==> config.mk <==
export PLATFORM = sky130hd
export DESIGN_NAME = rpts_top
export DESIGN_NICKNAME = d
export VERILOG_FILES = /design/src/rpts_pkg.sv /design/src/rpts_sync.sv /design/src/rpts_top.sv
export SDC_FILE = /design/constraint.sdc
export NUM_CORES = 1
export LEC_CHECK = 0
export BUFFER_PORTS_ARGS = -buffer_cell sky130_fd_sc_hd__buf_2
export CORE_MARGIN = 2
export CORE_UTILIZATION = 52
export CTS_CLUSTER_SIZE = 30
export DETAILED_ROUTE_END_ITERATION = 16
export GPL_ROUTABILITY_DRIVEN = 0
export GPL_TIMING_DRIVEN = 0
export HOLD_SLACK_MARGIN = 0.03
export PLACE_DENSITY = 0.74
export SYNTH_ARGS = -nofsm -noshare
export SYNTH_HDL_FRONTEND = slang
export SYNTH_SLANG_ARGS = --single-unit
export TNS_END_PERCENT = 100
==> constraint.sdc <==
create_clock -name CLK -period 2 [get_ports CLK]
set_input_delay 0.4 -clock CLK [delete_from_list [all_inputs] [get_ports CLK]]
set_output_delay 0.4 -clock CLK [all_outputs]
set_load 0.01 [all_outputs]
==> src/rpts_pkg.sv <==
package rpts_pkg;

  // strap bus geometry and idle values
  localparam int STRAP_W = 8;
  localparam logic [STRAP_W-1:0] STRAP_IDLE = 8'h00;
  localparam logic [STRAP_W-1:0] STRAP_OE_N_OFF = 8'hFF;
  localparam logic [STRAP_W-1:0] STRAP_OE_N_ON = 8'h00;

  // clock and strap sampling delay after power-on reset release
  localparam int CLK_PERIOD_NS = 20;
  localparam int STRAP_DELAY_NS = 1500;
  localparam int STRAP_CYCLES = (STRAP_DELAY_NS + CLK_PERIOD_NS - 1) / CLK_PERIOD_NS;
  localparam int STRAP_CNT_W = $clog2(STRAP_CYCLES + 1);
  localparam logic [STRAP_CNT_W-1:0] STRAP_LAST = STRAP_CNT_W'(STRAP_CYCLES - 1);

  // default length of the fast park sequence in clock cycles
  localparam int FAST_PARK_CYCLES = 32;

  // sequencer states
  typedef enum logic [2:0] {
    ST_HOLD,
    ST_WAIT,
    ST_RUN,
    ST_PARKING,
    ST_PARKED
  } rpts_state_t;

endpackage

==> src/rpts_sync.sv <==
`timescale 1ns/1ps
// two-stage synchroniser; the first stage feeds only the second
module rpts_sync #(
  parameter int WIDTH = 1,
  parameter logic [WIDTH-1:0] RESET_VAL = '0
) (
  // clock and reset
  input wire logic clk,
  input wire logic rst,
  // data
  input wire logic [WIDTH-1:0] d,
  output logic [WIDTH-1:0] q
);

  logic [WIDTH-1:0] meta_reg;

  // reset value is a constant so an asserted reset never copies a pin
  always_ff @(posedge clk or posedge rst) begin
    if (rst) begin
      meta_reg <= RESET_VAL;
      q <= RESET_VAL;
    end else begin
      meta_reg <= d;
      q <= meta_reg;
    end
  end

endmodule

==> src/rpts_top.sv <==
`timescale 1ns/1ps
// Summary of operation
// RULE1: release of power-on reset starts self-configuration
// RULE2: host releases reset only after stable supplies
// RULE3: no output active while power-on reset low
// RULE4: strap pins high-impedance during power-on reset
// RULE5: sample straps after 1.5 us, then drive
// RULE6: board must not pull strap pins high
// RULE7: fast park input low parks mirror array
// RULE8: host uses fast park only as fallback
// RULE9: manufacturing test enable tied to ground
// RULE10: test port reset held low by resistor
// RULE11: synchronise reset and park inputs first
module rpts_top #(
  parameter int FAST_PARK_CYCLES = rpts_pkg::FAST_PARK_CYCLES
) (
  // clock and chip reset
  input wire logic CLK,
  input wire logic RESET,
  // power management side
  input wire logic POWER_ON_RESET_N,
  input wire logic FAST_PARK_N,
  // board ties
  input wire logic MFG_TEST_ENABLE,
  input wire logic TEST_PORT_RESET_N,
  // test strap bus, three signals per pin
  input wire logic [rpts_pkg::STRAP_W-1:0] TEST_STRAP_IN,
  output logic [rpts_pkg::STRAP_W-1:0] TEST_STRAP_OUT,
  output logic [rpts_pkg::STRAP_W-1:0] TEST_STRAP_OE_N,
  // sequencing status
  output logic CONFIG_START,
  output logic SYSTEM_ACTIVE,
  output logic [rpts_pkg::STRAP_W-1:0] TEST_MODE,
  output logic TIE_FAULT,
  // mirror array park control
  output logic MIRROR_PARK_REQ,
  output logic MIRROR_PARKED
);
  import rpts_pkg::*;

  localparam int PARK_CNT_W = $clog2(FAST_PARK_CYCLES + 1);
  localparam logic [PARK_CNT_W-1:0] PARK_LAST = PARK_CNT_W'(FAST_PARK_CYCLES - 1);

  logic por_sync;
  logic park_sync;
  logic por_prev_reg;
  logic por_rise;
  logic wait_done;
  logic park_done;
  logic sample_now;
  rpts_state_t state_reg;
  logic [STRAP_CNT_W-1:0] wait_cnt_reg;
  logic [PARK_CNT_W-1:0] park_cnt_reg;

  // both async pins cross into the clock before any edge is judged
  rpts_sync #(
    .WIDTH(1),
    .RESET_VAL(1'b0)
  ) u_por_sync (
    .clk(CLK),
    .rst(RESET),
    .d(POWER_ON_RESET_N),
    .q(por_sync)
  ); // see RULE11

  // park input idles high so a chip reset never fakes a park
  rpts_sync #(
    .WIDTH(1),
    .RESET_VAL(1'b1)
  ) u_park_sync (
    .clk(CLK),
    .rst(RESET),
    .d(FAST_PARK_N),
    .q(park_sync)
  ); // see RULE11

  // edge detector looks only at the synchronised level
  always_ff @(posedge CLK or posedge RESET) begin
    if (RESET) begin
      por_prev_reg <= 1'b0;
    end else begin
      por_prev_reg <= por_sync;
    end
  end

  assign por_rise = por_sync && !por_prev_reg; // see RULE1
  assign wait_done = (wait_cnt_reg == STRAP_LAST);
  assign park_done = (park_cnt_reg == PARK_LAST);
  assign sample_now = por_sync && (state_reg == ST_WAIT) && wait_done;

  // sequencer: a low power-on reset overrides every state
  always_ff @(posedge CLK or posedge RESET) begin
    if (RESET) begin
      state_reg <= ST_HOLD;
      wait_cnt_reg <= '0;
      park_cnt_reg <= '0;
    end else if (!por_sync) begin
      state_reg <= ST_HOLD; // see RULE3
      wait_cnt_reg <= '0;
      park_cnt_reg <= '0;
    end else begin
      unique case (state_reg)
        ST_HOLD: begin
          if (por_rise) begin
            state_reg <= ST_WAIT; // see RULE1
            wait_cnt_reg <= '0;
          end
        end
        ST_WAIT: begin
          if (wait_done) begin
            state_reg <= ST_RUN; // see RULE5
          end else begin
            wait_cnt_reg <= wait_cnt_reg + 1'b1;
          end
        end
        ST_RUN: begin
          if (!park_sync) begin
            state_reg <= ST_PARKING; // see RULE7
            park_cnt_reg <= '0;
          end
        end
        ST_PARKING: begin
          if (park_done) begin
            state_reg <= ST_PARKED;
          end else begin
            park_cnt_reg <= park_cnt_reg + 1'b1;
          end
        end
        ST_PARKED: begin
          // parked until power goes away; only a new reset cycle restarts
          state_reg <= ST_PARKED;
        end
        default: begin
          // three of the eight state codes are unused; fall back to the safe hold
          state_reg <= ST_HOLD;
        end
      endcase
    end
  end

  // one-cycle pulse marking the start of self-configuration
  always_ff @(posedge CLK or posedge RESET) begin
    if (RESET) begin
      CONFIG_START <= 1'b0;
    end else begin
      CONFIG_START <= por_sync && por_rise && (state_reg == ST_HOLD); // see RULE1
    end
  end

  // strap pins float during reset, are read once, then driven with the mode
  always_ff @(posedge CLK or posedge RESET) begin
    if (RESET) begin
      TEST_MODE <= STRAP_IDLE;
      TEST_STRAP_OUT <= STRAP_IDLE;
      TEST_STRAP_OE_N <= STRAP_OE_N_OFF;
    end else if (!por_sync) begin
      TEST_MODE <= STRAP_IDLE; // see RULE3
      TEST_STRAP_OUT <= STRAP_IDLE;
      TEST_STRAP_OE_N <= STRAP_OE_N_OFF; // see RULE4
    end else if (sample_now) begin
      // a board pull-up here lands the part in a test mode
      TEST_MODE <= TEST_STRAP_IN; // see RULE5
      TEST_STRAP_OUT <= TEST_STRAP_IN;
      TEST_STRAP_OE_N <= STRAP_OE_N_ON; // see RULE5
    end
  end

  // running indication, dropped as soon as parking begins
  always_ff @(posedge CLK or posedge RESET) begin
    if (RESET) begin
      SYSTEM_ACTIVE <= 1'b0;
    end else begin
      SYSTEM_ACTIVE <= por_sync && (sample_now || (state_reg == ST_RUN && park_sync)); // see RULE3
    end
  end

  // fast park request and completion; no parking sequence outside power-on
  always_ff @(posedge CLK or posedge RESET) begin
    if (RESET) begin
      MIRROR_PARK_REQ <= 1'b0;
      MIRROR_PARKED <= 1'b0;
    end else begin
      MIRROR_PARK_REQ <= por_sync && ((state_reg == ST_RUN && !park_sync) ||
                                      (state_reg == ST_PARKING && !park_done)); // see RULE7
      MIRROR_PARKED <= por_sync && ((state_reg == ST_PARKING && park_done) ||
                                    state_reg == ST_PARKED);
    end
  end

  // flags a board tie that can upset startup; informative only
  always_ff @(posedge CLK or posedge RESET) begin
    if (RESET) begin
      TIE_FAULT <= 1'b0;
    end else begin
      TIE_FAULT <= por_sync && (MFG_TEST_ENABLE || TEST_PORT_RESET_N); // see RULE9 see RULE10
    end
  end
endmodule

==> results.sh <==
export IMPL_ir_drop_mv=0.358
export IMPL_grt_overflow_total=0
export IMPL_cp_cell_sequence="or4b_4 > nor3b_4 > buf_6 > nand2_1 > o21ai_0"
export IMPL_ys_seq_elements=35
export IMPL_drt_iter0_drc=62
export IMPL_reg2reg_to="TEST_MODE[5]$_DFFE_PP0P_"
export IMPL_postCtsHoldBufs=0
export IMPL_cts_max_path_buffers=2
export IMPL_row_count=20
export IMPL_async_reset_ff_frac=1.00
export IMPL_largest_reg_flops=8
export IMPL_clk_latency_ns=0.34
export IMPL_grt_pass1_wl_mm=5.62
export IMPL_cts_buffers=5
export IMPL_cap_violations=0
export IMPL_antenna_found_initial=0
export IMPL_criticalPathCategory="reg -> reg"
export IMPL_yosysTopAreaCellShare=0.471
export IMPL_critPathArrivalTime_ns=2.09
export IMPL_via_count=1380
export IMPL_clkPwrFrac=0.356
export IMPL_ant_nets=0
export IMPL_via_per_inst=5.37
export IMPL_hold_path_class="in -> async"
export IMPL_gr_usage_all_layers=0.206
export IMPL_grt_max_degree=36
export IMPL_period_minus_slack_ns=1.84
export IMPL_hpwl_mm=2.50
export IMPL_drcViolationCount=0
export IMPL_worstPathMaxFanout=10
export IMPL_cts_max_level=2
export IMPL_cpPeakStageDelay_ns=0.62
export IMPL_clock_sinks=35
export IMPL_hold_viol=0
export IMPL_ys_flop_type="dfrtp_1"
export IMPL_drive_gt1_frac=0.362
export IMPL_io_buffers=42
export IMPL_first_pass_iters=4
export IMPL_mostFrequentLayoutCell="buf_2"
export IMPL_dp_cells=249
export IMPL_regToRegStartpoint="wait_cnt_reg[4]$_DFFE_PP0P_"
export IMPL_cts_tree="yes"
export IMPL_slew_violations=0
export IMPL_fmax_mhz=544
export IMPL_final_cell_mix="buf_2, dfrtp_1, nand2_1"
export IMPL_num_io_pins=43
export IMPL_dp_slack_ns=0.175
export IMPL_fill_cells=257
export IMPL_fin_crit_sh=0.920
export IMPL_stdcell_count=257
export IMPL_power_frac_comb=0.063
export IMPL_power_switching_mw=0.297
export IMPL_synth_cells=163
export IMPL_synth_edf_count=0
export IMPL_synthesis_area_mm2=0.00170
export IMPL_yosys_area_top_type="dfrtp_1"
export IMPL_syn_to_final_growth_pct=19.9
export IMPL_power_density_mw_per_mm2=614
export IMPL_initial_utilization=0.552
export IMPL_seq_area_frac_synth=0.517
export IMPL_path_delay_family="simple AND/OR/NAND/NOR gates"
export IMPL_p_seq_frac=0.581
export IMPL_grt_pass1_vias=1308
export IMPL_swShare=0.237
export IMPL_setup_violations=0
export IMPL_r2r_slack_ns=0.16
export IMPL_wl_per_cell_um=13.2
export IMPL_root_buffer="clkbuf_4"
export IMPL_fin_ws_ns=0.160
export IMPL_crit_required_ns=2.25
export IMPL_die_h_um=61.2
export IMPL_cp_end_kind="register"
export IMPL_crit_slowest_cell="or4b_4"
export IMPL_antenna_cells=0
export IMPL_core_mm2=0.00308
export IMPL_worst_pin_slew_ns=0.720
export IMPL_cts_resized=0
export IMPL_syn_num_nets=180
export IMPL_clk_pin_slew_ns=0.11
export IMPL_yosysWarningCount=0
export IMPL_postCtsSetupBuffers=0
export IMPL_finalNetCount=229
export IMPL_setup_tns_ns=0
export IMPL_avgSynthCellArea_um2=10.4
export IMPL_clock_skew_ns=0.00664
export IMPL_reg2reg_depth=5
export IMPL_die_x_um=61.2
export IMPL_leakagePower_nw=1.02
export IMPL_synthTopCellsByArea="dfrtp_1, buf_4, nand2_1"
export IMPL_path_buf_inv=1
export IMPL_ys_types=41
export IMPL_status="finished, final reports clean"
export IMPL_critPathLaunchType="register"
export IMPL_relSlewSlack=0.519
export IMPL_internal_power_mw=0.955
export IMPL_rsz0062_at_grt="no"
export IMPL_routed_wl_mm=3.40
export IMPL_power_mw=1.25
export IMPL_dieArea_mm2=0.00374
[worst max-delay path by stage]
stage	start	end	slack [ns]	depth (start not counted)
2_1_floorplan	wait_cnt_reg[4]$_DFFE_PP0P_	wait_cnt_reg[2]$_DFFE_PP0P_	0.32	4
3_3_place_gp	wait_cnt_reg[4]$_DFFE_PP0P_	TEST_MODE[5]$_DFFE_PP0P_	0.22	5
3_5_place_dp	wait_cnt_reg[4]$_DFFE_PP0P_	TEST_MODE[5]$_DFFE_PP0P_	0.18	5
4_1_cts	wait_cnt_reg[4]$_DFFE_PP0P_	TEST_MODE[5]$_DFFE_PP0P_	0.15	5
5_1_grt	wait_cnt_reg[4]$_DFFE_PP0P_	TEST_MODE[4]$_DFFE_PP0P_	0.03	5
6_report	wait_cnt_reg[4]$_DFFE_PP0P_	TEST_MODE[5]$_DFFE_PP0P_	0.16	5
[power groups by stage]
stage	clock, mW	sequential, mW	combinational [mW]
final	0.445	0.728	0.0793
after global placement	0	0.741	0.0775
after detailed placement	0	0.742	0.0806
after CTS	0.454	0.728	0.0810
after global routing	0.481	0.730	0.0904
after floorplan	0	0.741	0.0490
[stage by stage]
stage               utilization  area, um^2  hold slack [ns]
finish                    0.662        2040            0.149
CTS                       0.662        2040            0.137
detailed placement        0.639        1970            0.348
global placement          0.639        1970            0.335
floorplan                     -        1700            0.331
global route              0.662        2040            0.135
[synthesized netlist by cell type (3+ instances only)]
library cell and n:
ha_1 3, a31oi_1 3, inv_1 5, clkbuf_1 3, nand2_1 23, dfrtp_1 32, nand2b_1 3, buf_4 15
a21oi_1 5, o21ai_0 13, nor2_1 5, dfstp_2 3, nand3_1 7, o21a_1 4, o31ai_1 3
[worst reg2reg max path, delay by kind of cell (launching register included)]
family	cells	cell delay [ns]
buf+inv	1	0.19
flops	1	0.47
compound gates	1	0.07
simple gates	3	1.03
[per-layer routing]
metal  part of all wire  global-route usage  routed length, um  up-vias
li1                   -                   -                  -      664
met1               0.41               0.247               1400      657
met2               0.51               0.347               1720       51
met3              0.063              0.0399                216        8
met4              0.019               0.115                 63        0
met5                  0                   0                  0        -
[area by class of cell]
| type | count | area [um^2] | share of cell area |
|---|---|---|---|
| inverter | 5 | 18.8 | 0.00921 |
| clock inverter | 1 | 7.51 | 0.00368 |
| tap | 44 | 55.1 | 0.0270 |
| clock buffer | 7 | 65.1 | 0.0319 |
| multi-input combinational | 103 | 663 | 0.325 |
| buffer | 20 | 139 | 0.0681 |
| sequential | 35 | 880 | 0.432 |
| timing repair buffer | 42 | 210 | 0.103 |
[logic make-up (layout without fill, tap and decap cells)]
| group | after synthesis | in the layout | share of synthesized area |
|---|---|---|---|
| compound gates | 43 | 43 | 0.176 |
| xor+xnor | 2 | 2 | 0.0103 |
| fa+ha+maj | 3 | 3 | 0.0221 |
| buf+inv | 25 | 75 | 0.0927 |
| flops | 35 | 35 | 0.517 |
| mux | 2 | 2 | 0.0118 |
| simple gates | 53 | 53 | 0.170 |
Note: power is estimated with default switching activity, not from simulation.
